===== src/rpc_pkg.sv =====
// How it works
// - Smaller nonzero four-bit rank wins during automatic selection.
// - Rank zero removes the input; ranks one to fifteen are used.
// - Even input sits in the upper nibble, odd input in the lower.
// - Bit 4 of path select steers accesses: 0 primary, 1 auxiliary.
// - Inputs 5/6 reset to 0x76 and 7/8 to 0x98 in both sets.
// - Inputs 9/10 reset to 0xba in both sets.
// - Inputs 11/12 reset to 0xdc primary, zero auxiliary.
// - Inputs 13/14 reset to 0xfe primary, zero auxiliary.
// - Setup bits 5:4 pick one of four leak profiles per input.
// - Inputs 1 and 2 setup: other bits zero, 8 kHz only.
// - Inputs 1 and 2 setup registers reset to zero, profile 0.
package rpc_pkg;
  localparam int ADDR_W = 7;
  localparam int DATA_W = 8;
  localparam int NUM_PAIRS = 5;
  localparam int NUM_INPUTS = 10;
  localparam int RANK_W = 4;
  localparam int FIRST_INPUT = 5;

  // Register offsets
  localparam logic [ADDR_W-1:0] ADDR_INPUT5_6_RANK = 7'h1a;
  localparam logic [ADDR_W-1:0] ADDR_INPUT7_8_RANK = 7'h1b;
  localparam logic [ADDR_W-1:0] ADDR_INPUT9_10_RANK = 7'h1c;
  localparam logic [ADDR_W-1:0] ADDR_INPUT11_12_RANK = 7'h1d;
  localparam logic [ADDR_W-1:0] ADDR_INPUT13_14_RANK = 7'h1e;
  localparam logic [ADDR_W-1:0] ADDR_INPUT1_SETUP = 7'h20;
  localparam logic [ADDR_W-1:0] ADDR_INPUT2_SETUP = 7'h21;
  localparam logic [ADDR_W-1:0] ADDR_PATH_SELECT = 7'h4b;

  // Field positions
  localparam int PATH_SEL_BIT = 4;
  localparam int PROFILE_LSB = 4;
  localparam int PROFILE_W = 2;
  localparam int HI_NIB_LSB = 4;

  // Reset values, index 0 is the pair for inputs 5/6
  localparam logic [NUM_PAIRS-1:0][DATA_W-1:0] PRIM_RESET = {8'hfe, 8'hdc, 8'hba, 8'h98, 8'h76};
  localparam logic [NUM_PAIRS-1:0][DATA_W-1:0] AUX_RESET = {8'h00, 8'h00, 8'hba, 8'h98, 8'h76};
  localparam logic [DATA_W-1:0] SETUP_RESET = 8'h00;
  localparam logic [DATA_W-1:0] PATH_SEL_RESET = 8'h00;
  localparam logic [DATA_W-1:0] SETUP_MASK = 8'h30;
  localparam logic [DATA_W-1:0] PATH_SEL_MASK = 8'h10;

  // Strap dependent rank of input 11
  localparam int STRAP_PAIR = 3;
  localparam logic [RANK_W-1:0] RANK_MASTER = 4'hc;
  localparam logic [RANK_W-1:0] RANK_SLAVE = 4'h1;
  localparam logic [1:0] STRAP_SETTLE = 2'h3;

  typedef struct packed {
    logic [NUM_INPUTS-1:0][RANK_W-1:0] rank;
    logic [NUM_INPUTS-1:0] avail;
  } rpc_rank_set_t;

  typedef struct packed {
    logic [PROFILE_W-1:0] input2_leak_profile;
    logic [PROFILE_W-1:0] input1_leak_profile;
  } rpc_monitor_t;
endpackage


===== src/rpc_regs.sv =====
`timescale 1ns/1ps
module rpc_regs
  import rpc_pkg::*;
(
  input wire logic clk,
  input wire logic rst,
  input wire logic [ADDR_W-1:0] addr,
  input wire logic wr,
  input wire logic rd,
  input wire logic [DATA_W-1:0] wdata,
  output logic [DATA_W-1:0] rdata,
  input wire logic master_slave_strap,
  output logic path_view_select,
  output rpc_rank_set_t primary_timing_path,
  output rpc_rank_set_t auxiliary_timing_path,
  output rpc_monitor_t monitor_setup
);
  logic [NUM_PAIRS-1:0][DATA_W-1:0] prim_r;
  logic [NUM_PAIRS-1:0][DATA_W-1:0] aux_r;
  logic [DATA_W-1:0] setup1_r;
  logic [DATA_W-1:0] setup2_r;
  logic [DATA_W-1:0] path_r;
  logic [DATA_W-1:0] rdata_r;
  logic strap_meta_r;
  logic strap_sync_r;
  logic [1:0] settle_r;
  logic strap_done_r;

  // Address decode
  wire logic [ADDR_W-1:0] pair_off = addr - ADDR_INPUT5_6_RANK;
  wire logic pair_hit = (addr >= ADDR_INPUT5_6_RANK) && (addr <= ADDR_INPUT13_14_RANK);
  wire logic [2:0] pair_idx = pair_off[2:0];
  wire logic aux_view = path_r[PATH_SEL_BIT];
  wire logic wr_prim = wr && pair_hit && !aux_view;
  wire logic wr_aux = wr && pair_hit && aux_view;
  wire logic wr_setup1 = wr && (addr == ADDR_INPUT1_SETUP);
  wire logic wr_setup2 = wr && (addr == ADDR_INPUT2_SETUP);
  wire logic wr_path = wr && (addr == ADDR_PATH_SELECT);

  // Strap load fires once after it has settled; a primary write to inputs 11/12 that cycle wins
  wire logic strap_load = !strap_done_r && (settle_r == STRAP_SETTLE);
  wire logic strap_wr_clash = wr_prim && (pair_idx == 3'(STRAP_PAIR));
  wire logic [RANK_W-1:0] strap_rank = strap_sync_r ? RANK_MASTER : RANK_SLAVE;

  // Read selection; unmapped offsets read zero
  wire logic [DATA_W-1:0] pair_rd = aux_view ? aux_r[pair_idx] : prim_r[pair_idx];
  wire logic [DATA_W-1:0] rd_mux =
    pair_hit ? pair_rd :
    (addr == ADDR_INPUT1_SETUP) ? setup1_r :
    (addr == ADDR_INPUT2_SETUP) ? setup2_r :
    (addr == ADDR_PATH_SELECT) ? path_r : 8'h00;

  // Strap synchroniser; the pin is asynchronous to clk
  always_ff @(posedge clk or posedge rst) begin
    if (rst) begin
      strap_meta_r <= 1'b0;
      strap_sync_r <= 1'b0;
    end else begin
      strap_meta_r <= master_slave_strap;
      strap_sync_r <= strap_meta_r;
    end
  end

  // Settle counter so the synchroniser holds the true level before sampling
  always_ff @(posedge clk or posedge rst) begin
    if (rst) begin
      settle_r <= 2'h0;
      strap_done_r <= 1'b0;
    end else begin
      if (settle_r != STRAP_SETTLE) begin
        settle_r <= settle_r + 2'h1;
      end
      if (strap_load) begin
        strap_done_r <= 1'b1;
      end
    end
  end

  // Primary rank set; a write to another pair must not swallow the one-shot strap load
  always_ff @(posedge clk or posedge rst) begin
    if (rst) begin
      prim_r <= PRIM_RESET;
    end else begin
      if (wr_prim) begin
        prim_r[pair_idx] <= wdata;
      end
      if (strap_load && !strap_wr_clash) begin
        prim_r[STRAP_PAIR][RANK_W-1:0] <= strap_rank;
      end
    end
  end

  // Auxiliary rank set, independent storage
  always_ff @(posedge clk or posedge rst) begin
    if (rst) begin
      aux_r <= AUX_RESET;
    end else if (wr_aux) begin
      aux_r[pair_idx] <= wdata;
    end
  end

  // Setup and path select; unused bits never stored, so 8 kHz is fixed
  always_ff @(posedge clk or posedge rst) begin
    if (rst) begin
      setup1_r <= SETUP_RESET;
      setup2_r <= SETUP_RESET;
      path_r <= PATH_SEL_RESET;
    end else begin
      if (wr_setup1) begin
        setup1_r <= wdata & SETUP_MASK;
      end
      if (wr_setup2) begin
        setup2_r <= wdata & SETUP_MASK;
      end
      if (wr_path) begin
        path_r <= wdata & PATH_SEL_MASK;
      end
    end
  end

  // Registered read data, updated on a read strobe only
  always_ff @(posedge clk or posedge rst) begin
    if (rst) begin
      rdata_r <= 8'h00;
    end else if (rd) begin
      rdata_r <= rd_mux;
    end
  end

  // Rank outputs for the selection engine; zero rank means unavailable
  always_comb begin
    for (int i = 0; i < NUM_INPUTS; i++) begin
      primary_timing_path.rank[i] = prim_r[i/2][(i%2)*HI_NIB_LSB +: RANK_W];
      auxiliary_timing_path.rank[i] = aux_r[i/2][(i%2)*HI_NIB_LSB +: RANK_W];
      primary_timing_path.avail[i] = |prim_r[i/2][(i%2)*HI_NIB_LSB +: RANK_W];
      auxiliary_timing_path.avail[i] = |aux_r[i/2][(i%2)*HI_NIB_LSB +: RANK_W];
    end
  end

  assign monitor_setup.input1_leak_profile = setup1_r[PROFILE_LSB +: PROFILE_W];
  assign monitor_setup.input2_leak_profile = setup2_r[PROFILE_LSB +: PROFILE_W];
  assign path_view_select = aux_view;
  assign rdata = rdata_r;
endmodule


===== config.mk =====
export PLATFORM = sky130hd
export DESIGN_NAME = rpc_regs
export DESIGN_NICKNAME = d
export VERILOG_FILES = /design/src/rpc_pkg.sv /design/src/rpc_regs.sv
export SDC_FILE = /design/constraint.sdc
export NUM_CORES = 1
export LEC_CHECK = 0
export BUFFER_PORTS_ARGS = -buffer_cell sky130_fd_sc_hd__buf_2
export CORE_MARGIN = 2
export CORE_UTILIZATION = 50
export CTS_BUF_LIST = sky130_fd_sc_hd__clkbuf_2
export CTS_CLUSTER_SIZE = 28
export DETAILED_ROUTE_END_ITERATION = 12
export PLACE_DENSITY = 0.74
export REMOVE_ABC_BUFFERS = 1
export SLEW_MARGIN = 5
export SYNTH_ARGS = -nofsm -noshare
export SYNTH_HDL_FRONTEND = slang
export SYNTH_SLANG_ARGS = --single-unit
export TNS_END_PERCENT = 1

===== constraint.sdc =====
create_clock -name clk -period 6.14 [get_ports clk]
set_input_delay 1.228 -clock clk [delete_from_list [all_inputs] [get_ports clk]]
set_output_delay 1.228 -clock clk [all_outputs]
set_load 0.02 [all_outputs]

==> metrics.md, run 1 <==
| Metric | Value |
|---|---|
| Outcome | complete, no violations |
| PwrDens | 212 mW/mm^2 |
| DIE HEIGHT | 104 um |
| Post-detail-place hpwl | 9.25 mm |
| Reg clk slew, reported paths | 0.25 ns |
| Skew final | 0.0294 ns |
| Hold Buf Count CTS | 0 |
| Slew headroom | 0.320 |
| Crit end category | flop |
| Required time worst endpoint | 6.61 ns |
| Max Transition Viols Final | 0 |
| Setup Buffers After CTS | 0 |
| Syn avg cell area | 13.8 um^2 |
| Placer congestion estimate | 0.862 |
| CP Class | input port to flop |
| First-pass GRT wire length | 20.7 mm |
| HP Class | flop to flop |
| Top delay family on crit path | adder cells |
| Yosys Warn Count | 0 |
| Root Buffer | clkbuf_2 |
| IO Port Bufs | 132 |
| Register area share after synthesis | 0.498 |
| Fin crit share | 0.579 |
| Drt wl/cell | 21.0 um |
| Post-Synthesis Cell Area | 0.00502 mm^2 |
| Layout net count | 508 |
| Worst Hold End | strap_sync_r |
| Fraction of layout cells with a size suffix above 1 | 0.616 |
| Total grt overflow | 0 |
| RSZ-0062 raised after global routing | no |
| 1st-iter DRT viols | 331 |
| Post_cts resized | 0 |
| P_sw | 378 uW |
| Crit path buf inv count | 2 |
| FP Rows | 36 |
| Routed wire length | 13.0 mm |
| Switching Fraction | 0.307 |
| Setup crit start kind | input port |
| Primary FF master, synth | dfrtp_1 |
| Via count | 3702 |
| Yosys reg bits | 98 |
| Antenna Nets Post-Route | 0 |
| Endpoint of the lowest-slack register-to-register path | auxiliary_timing_path[43] |
| Final hold violation count | 0 |
| Skew-Pair Late Insertion Delay | 0.55 ns |
| CTS tree | built |
| Slowest CP cell | ha_1 |
| Largest net degree at the start of global routing | 63 |
| Num CTS Buffers | 9 |
| Initial antenna violation count | 0 |
| Fin crit period | 3.56 ns |
| Post-layout worst setup margin | 2.58 ns |
| Synth-to-layout area growth | 15.9% |
| R2r setup slk | 3.71 ns |
| Crit-path cells | buf_2 > inv_1 > ha_1 > mux2i_1 > mux2_2 > o221a_2 > o31ai_1 |
| Worst R2R Path Depth | 4 |
| Setup tns final | 0 ns |
| DR vias/cell | 5.97 |
| Total power | 1230 uW |
| Setup violations, final | 0 |
| Core box area | 0.00977 mm^2 |
| Ports | 133 |
| Vias in the first global route | 3686 |
| RR Startpoint | path_r[4] |
| Ant. Diodes | 0 |
| CTS Sinks | 98 |
| Post-synth EDFFs | 0 |
| CP max stage delay | 0.97 ns |
| Netlist cell types | 58 |
| CTS max path bufs | 2 |
| Post-synthesis async set-or-reset flop share | 1.00 |
| Die width | 104 um |
| Hold Path Origin | strap_meta_r |
| Clock share of power | 0.257 |
| Sequential Power Share | 0.572 |
| CP max FO | 34 |
| Die Footprint | 0.0109 mm^2 |
| Worst VDD drop | 104 uV |
| F_max | 281 MHz |
| Max-Cap Viols | 0 |
| Drc violations | 0 |
| DRT Pass-1 Iters | 4 |
| GR Util All Layers | 0.243 |
| Fillcell total | 845 |
| Post-Synthesis Cells | 365 |
| Comb power frac | 0.170 |
| Cells on Worst Hold Path | 0 |
| Worst-margin pin slew | 1.02 ns |
| Internal | 855 uW |
| H-tree depth | 3 |
| Place WS | 2.01 ns |
| Leak | 0.00298 uW |
| Crit path DAT | 4.02 ns |
| Starting Density | 0.514 |
## cells in the mapped netlist, types with 2 or more instances
| cell | instances | area share |
|---|---|---|
| nor2b_1 | 2 | 0.0025 |
| mux2i_1 | 7 | 0.014 |
| and4_1 | 2 | 0.0035 |
| nand2b_1 | 8 | 0.010 |
| buf_4 | 2 | 0.0030 |
| o31ai_1 | 2 | 0.0030 |
| mux2_4 | 8 | 0.024 |
| nand4b_1 | 3 | 0.0052 |
| o21ai_0 | 4 | 0.0040 |
| mux2_2 | 81 | 0.18 |
| nand2_1 | 6 | 0.0045 |
| ha_1 | 6 | 0.015 |
| nand3b_1 | 3 | 0.0045 |
| a21o_1 | 3 | 0.0045 |
| buf_1 | 7 | 0.0052 |
| clkbuf_1 | 6 | 0.0045 |
| nand3_2 | 4 | 0.0080 |
| nand3_1 | 6 | 0.0060 |
| mux4_2 | 11 | 0.049 |
| dfrtp_1 | 60 | 0.30 |
| nor2_1 | 4 | 0.0030 |
| dfstp_2 | 38 | 0.20 |
| a21oi_1 | 5 | 0.0050 |
| o32ai_1 | 3 | 0.0052 |
| o2111ai_1 | 3 | 0.0052 |
| o22ai_1 | 2 | 0.0025 |
| nor3_2 | 2 | 0.0040 |
| o211a_1 | 2 | 0.0040 |
| a31oi_1 | 2 | 0.0025 |
| or4_1 | 20 | 0.030 |
| buf_2 | 8 | 0.0080 |
| buf_6 | 2 | 0.0045 |
| a221oi_1 | 10 | 0.017 |
| inv_1 | 9 | 0.0067 |
## worst max-delay path by stage
stage            start                         to  slack [ns]  cells after the start
2_1_floorplan      rst  auxiliary_timing_path[10]        2.41                      1
3_3_place_gp   addr[1]                   rdata[6]        2.18                      7
3_5_place_dp   addr[1]                   rdata[6]        2.01                      7
4_1_cts        addr[1]                   rdata[0]        2.62                      7
5_1_grt        addr[1]                   rdata[0]        2.32                      7
6_report       addr[1]                   rdata[0]        2.58                      7
## power groups by stage
stage	sequential [uW]	combinational [uW]	clock [uW]
6_report	706	210	317
5_1_grt	710	226	349
4_1_cts	706	212	322
3_5_place_dp	715	211	0
3_3_place_gp	715	207	0
2_1_floorplan	735	102	0
## kinds of logic (layout without fill, tap and decap cells)
logic type               count (synthesis)  count (layout)  share of synthesized area
multiplexers                           108             108                      0.274
flip-flops                              98              98                      0.498
AND/OR/NAND/NOR                         72              72                      0.106
AO/OA/AOI/OAI                           43              43                     0.0675
buffers and inverters                   37             159                     0.0376
adder cells (fa/ha/maj)                  6               6                     0.0150
XOR/XNOR                                 1               1                    0.00175
## placed cells by master, fill, tap and decap left out, types with 7 or more instances in the layout
cell and instances:
nand2b_1 8, a221oi_1 10, dfrtp_1 60, clkbuf_2 10
mux2i_1 7, or4_1 20, dfstp_2 38, mux2_4 8
mux2_2 81, mux4_2 11, buf_2 132, inv_1 8
## layout make-up
class / count / area [um^2] / share of cell area
well taps: 133 / 166 / 0.0286
repair buffers: 133 / 668 / 0.115
clock buffers: 10 / 50.0 / 0.00860
inverters: 10 / 38.8 / 0.00667
flip-flops and latches: 98 / 2500 / 0.430
clock inverters: 6 / 63.8 / 0.0110
multi-input cells: 230 / 2330 / 0.401
## routing by layer
layer,vias up,global-route usage,share of wire
met2,156,0.389,0.49
met1,1890,0.344,0.43
met4,0,0.0782,0.015
li1,1639,-,-
met3,17,0.0351,0.066
met5,-,0,0
## sequential cells by signal, summed over array words and instances, names as in the netlist
name / count
auxiliary_timing_path: 40
path_r: 1
primary_timing_path: 40
rdata: 8
settle_r: 2
setup1_r: 2
setup2_r: 2
strap_done_r: 1
strap_meta_r: 1
strap_sync_r: 1
## per-stage QoR
| step | area (um^2) | instances | hold slack, ns | util |
|---|---|---|---|---|
| 2_1_floorplan | 4870 | 338 | 0.331 | - |
| 3_3_place_gp | 5700 | 604 | 0.336 | 0.584 |
| 3_5_place_dp | 5700 | 604 | 0.336 | 0.584 |
| 4_1_cts | 5820 | 620 | 0.389 | 0.595 |
| 5_1_grt | 5820 | 620 | 0.409 | 0.595 |
| 6_report | 5820 | 620 | 0.385 | 0.595 |
No activity file was read; power rests on OpenSTA's default activity.
==> run 2: changes to the inputs <==
Settings changed: ABC_AREA set to 1, CORE_UTILIZATION 50 to 49, PLACE_DENSITY 0.74 to 0.76.
Clock period 6.14 ns to 3 ns, I/O delays scaled along.
==> run 2 against run 1 <==
Critical path type is now flop to output port. Largest power group unchanged. The flow now finishes with violations (DRC). Via count is 29% higher. Highest routed layer unchanged. Design area is 1.6% higher. Sequential cell count stayed put. Power is 130% higher.
==> metrics.md, run 2 <==
| Metric | Value |
|---|---|
| Yosys reg bits | 98 |
| Routed wire length | 14.9 mm |
| Synth-to-layout area growth | 17.8% |
| CTS max path bufs | 2 |
| Crit path buf inv count | 1 |
| PwrDens | 477 mW/mm^2 |
| Top cells by count, synth | nand2_1, inv_1, dfrtp_1, o21ai_1, dfstp_2 |
| Via count | 4793 |
| CP max stage delay | 0.54 ns |
| Worst-margin pin slew | 0.760 ns |
| Setup crit start kind | flop |
| Crit-path cells | or4_1 > buf_2 |
| Die Footprint | 0.0111 mm^2 |
| Post-Synthesis Cell Area | 0.00502 mm^2 |
| Fin crit share | 0.787 |
| Largest net degree at the start of global routing | 83 |
| Most frequent cells in the layout | nand2_1, buf_2, inv_1 |
| Yosys Warn Count | 0 |
| Primary FF master, synth | dfrtp_1 |
| Total grt overflow | 0 |
| CTS Sinks | 98 |
| Post_cts resized | 0 |
| Area contributors post-synth | dfrtp_1, dfstp_2, nand2_1 |
| Final instance area | 0.00591 mm^2 |
| Vias in the first global route | 4291 |
| Yosys top cell area share | 0.299 |
| H-tree depth | 3 |
| Register area share after synthesis | 0.498 |
| Antenna Nets Post-Route | 0 |
| Core box area | 0.00986 mm^2 |
| Post-synth EDFFs | 0 |
| Dominant cell type by area after synthesis | dfrtp_1 |
| Post-layout util | 0.599 |
| Count leader, synth | nand2_1 |
| Root Buffer | clkbuf_2 |
| F_max | 424 MHz |
| CTS tree | built |
| Ports | 133 |
| Required time worst endpoint | 2.40 ns |
| Fin crit period | 2.36 ns |
| Crit end category | output port |
| Fillcell total | 870 |
| Outcome | complete, but fails checks |
| Slew headroom | 0.493 |
| Netlist cell types | 34 |
| Place WS | 0.756 ns |
| HP Class | input port to flop |
| Crit path DAT | 1.76 ns |
| Fraction of layout cells with a size suffix above 1 | 0.308 |
| Post-detail-place hpwl | 11.0 mm |
| RSZ-0062 raised after global routing | no |
| Final hold violation count | 0 |
| DR vias/cell | 5.55 |
| Drc violations | 1 |
| Area post-placement | 0.00571 mm^2 |
| Syn avg cell area | 8.35 um^2 |
| Post-layout worst setup margin | 0.640 ns |
| IO Port Bufs | 132 |
| FP Rows | 36 |
| Post-Synthesis Cells | 601 |
| Register Area | 0.00250 mm^2 |
| Die width | 105 um |
| Top delay family on crit path | simple AND/OR/NAND/NOR gates |
| Max Transition Viols Final | 0 |
| Initial antenna violation count | 0 |
| CP Class | flop to output port |
| Setup Buffers After CTS | 0 |
| Setup violations, final | 0 |
| Setup tns final | 0 ns |
| Area occupied by multi-input gates | 0.00208 mm^2 |
| First-pass GRT wire length | 23.5 mm |
| Ant. Diodes | 0 |
| Skew-Pair Late Insertion Delay | 0.58 ns |
| CP max FO | 4 |
| Leak | 0.00312 uW |
| GR Util All Layers | 0.273 |
| DIE HEIGHT | 105 um |
| Placer congestion estimate | 0.952 |
| Slowest CP cell | or4_1 |
| Layout net count | 752 |
| Failing checks | DRC |
| Most common cell after layout, fill and taps aside | nand2_1 |
| Post-synthesis async set-or-reset flop share | 1.00 |
| Skew final | 0.0425 ns |
| DRT Pass-1 Iters | 11 |
| Reg clk slew, reported paths | 0.27 ns |
| Max-Cap Viols | 0 |
| Starting Density | 0.509 |
| Worst VDD drop | 198 uV |
| Drt wl/cell | 17.3 um |
| Num CTS Buffers | 9 |
| 1st-iter DRT viols | 498 |
[run 2: worst register-to-register path, cell delays in order (launching register included)]
cell and delay (ns):
dfrtp_1 0.74, inv_1 0.40, nor2_8 0.27, nand2_2 0.24, nand2_1 0.14, o21ai_1 0.09
[run 2: kinds of logic after synthesis]
family,after synthesis,synth area share
simple gates,274,0.252
compound gates,130,0.146
flops,98,0.498
buf+inv,92,0.0868
fa+ha+maj,6,0.0150
xor+xnor,1,0.00175
[run 2: cell type report]
type | count | share of cell area
Sequential cell | 98 | 0.423
Multi-Input combinational cell | 411 | 0.352
Timing Repair Buffer | 137 | 0.121
Inverter | 69 | 0.0440
Tap cell | 133 | 0.0282
Clock inverter | 6 | 0.0233
Clock buffer | 10 | 0.00847
[run 2: where the power goes]
| part | leakage [uW] | switching (uW) | internal, uW |
|---|---|---|---|
| Clock | 0.000107 | 465 | 451 |
| Combinational | 0.00180 | 320 | 139 |
| Sequential | 0.00120 | 53.3 | 1390 |
| Total | 0.00312 | 839 | 1980 |
[run 2: through the flow]
step / hold slack (ns) / power [uW] / instances
CTS: 0.0781 / 2820 / 864
detailed placement: 0.338 / 1920 / 847
floorplan: 0.331 / 1740 / 578
global placement: 0.337 / 1910 / 847
global route: 0.0583 / 2920 / 864
finish: 0.114 / 2820 / 864
[run 2: path summary, 6_finish.rpt]
kind / slack, ns / start / endpoint / depth (start not counted)
setup / recovery: 0.64 / auxiliary_timing_path[42] / auxiliary_timing_path[8] / 2
hold / removal: 0.11 / master_slave_strap / strap_meta_r / 1
setup reg to reg: 1.04 / path_r[4] / auxiliary_timing_path[13] / 5
hold reg to reg: 0.39 / strap_meta_r / strap_sync_r / 0
max in group asynchronous: 1.76 / rst / primary_timing_path[14] / 4
min in group asynchronous: 0.49 / rst / auxiliary_timing_path[28] / 3
[run 2: metal layers]
| layer | up-vias | global-route usage | share of wire |
|---|---|---|---|
| met4 | 0 | 0.0790 | 0.021 |
| met3 | 29 | 0.0524 | 0.090 |
| met5 | - | 0 | 0 |
| li1 | 2231 | - | - |
| met1 | 2288 | 0.385 | 0.42 |
| met2 | 245 | 0.427 | 0.47 |
[run 2: timing repair]
action	CTS	global route
hold endpoints to repair	11	0
endpoints found under the setup margin	0	0
hold buffers	1	0
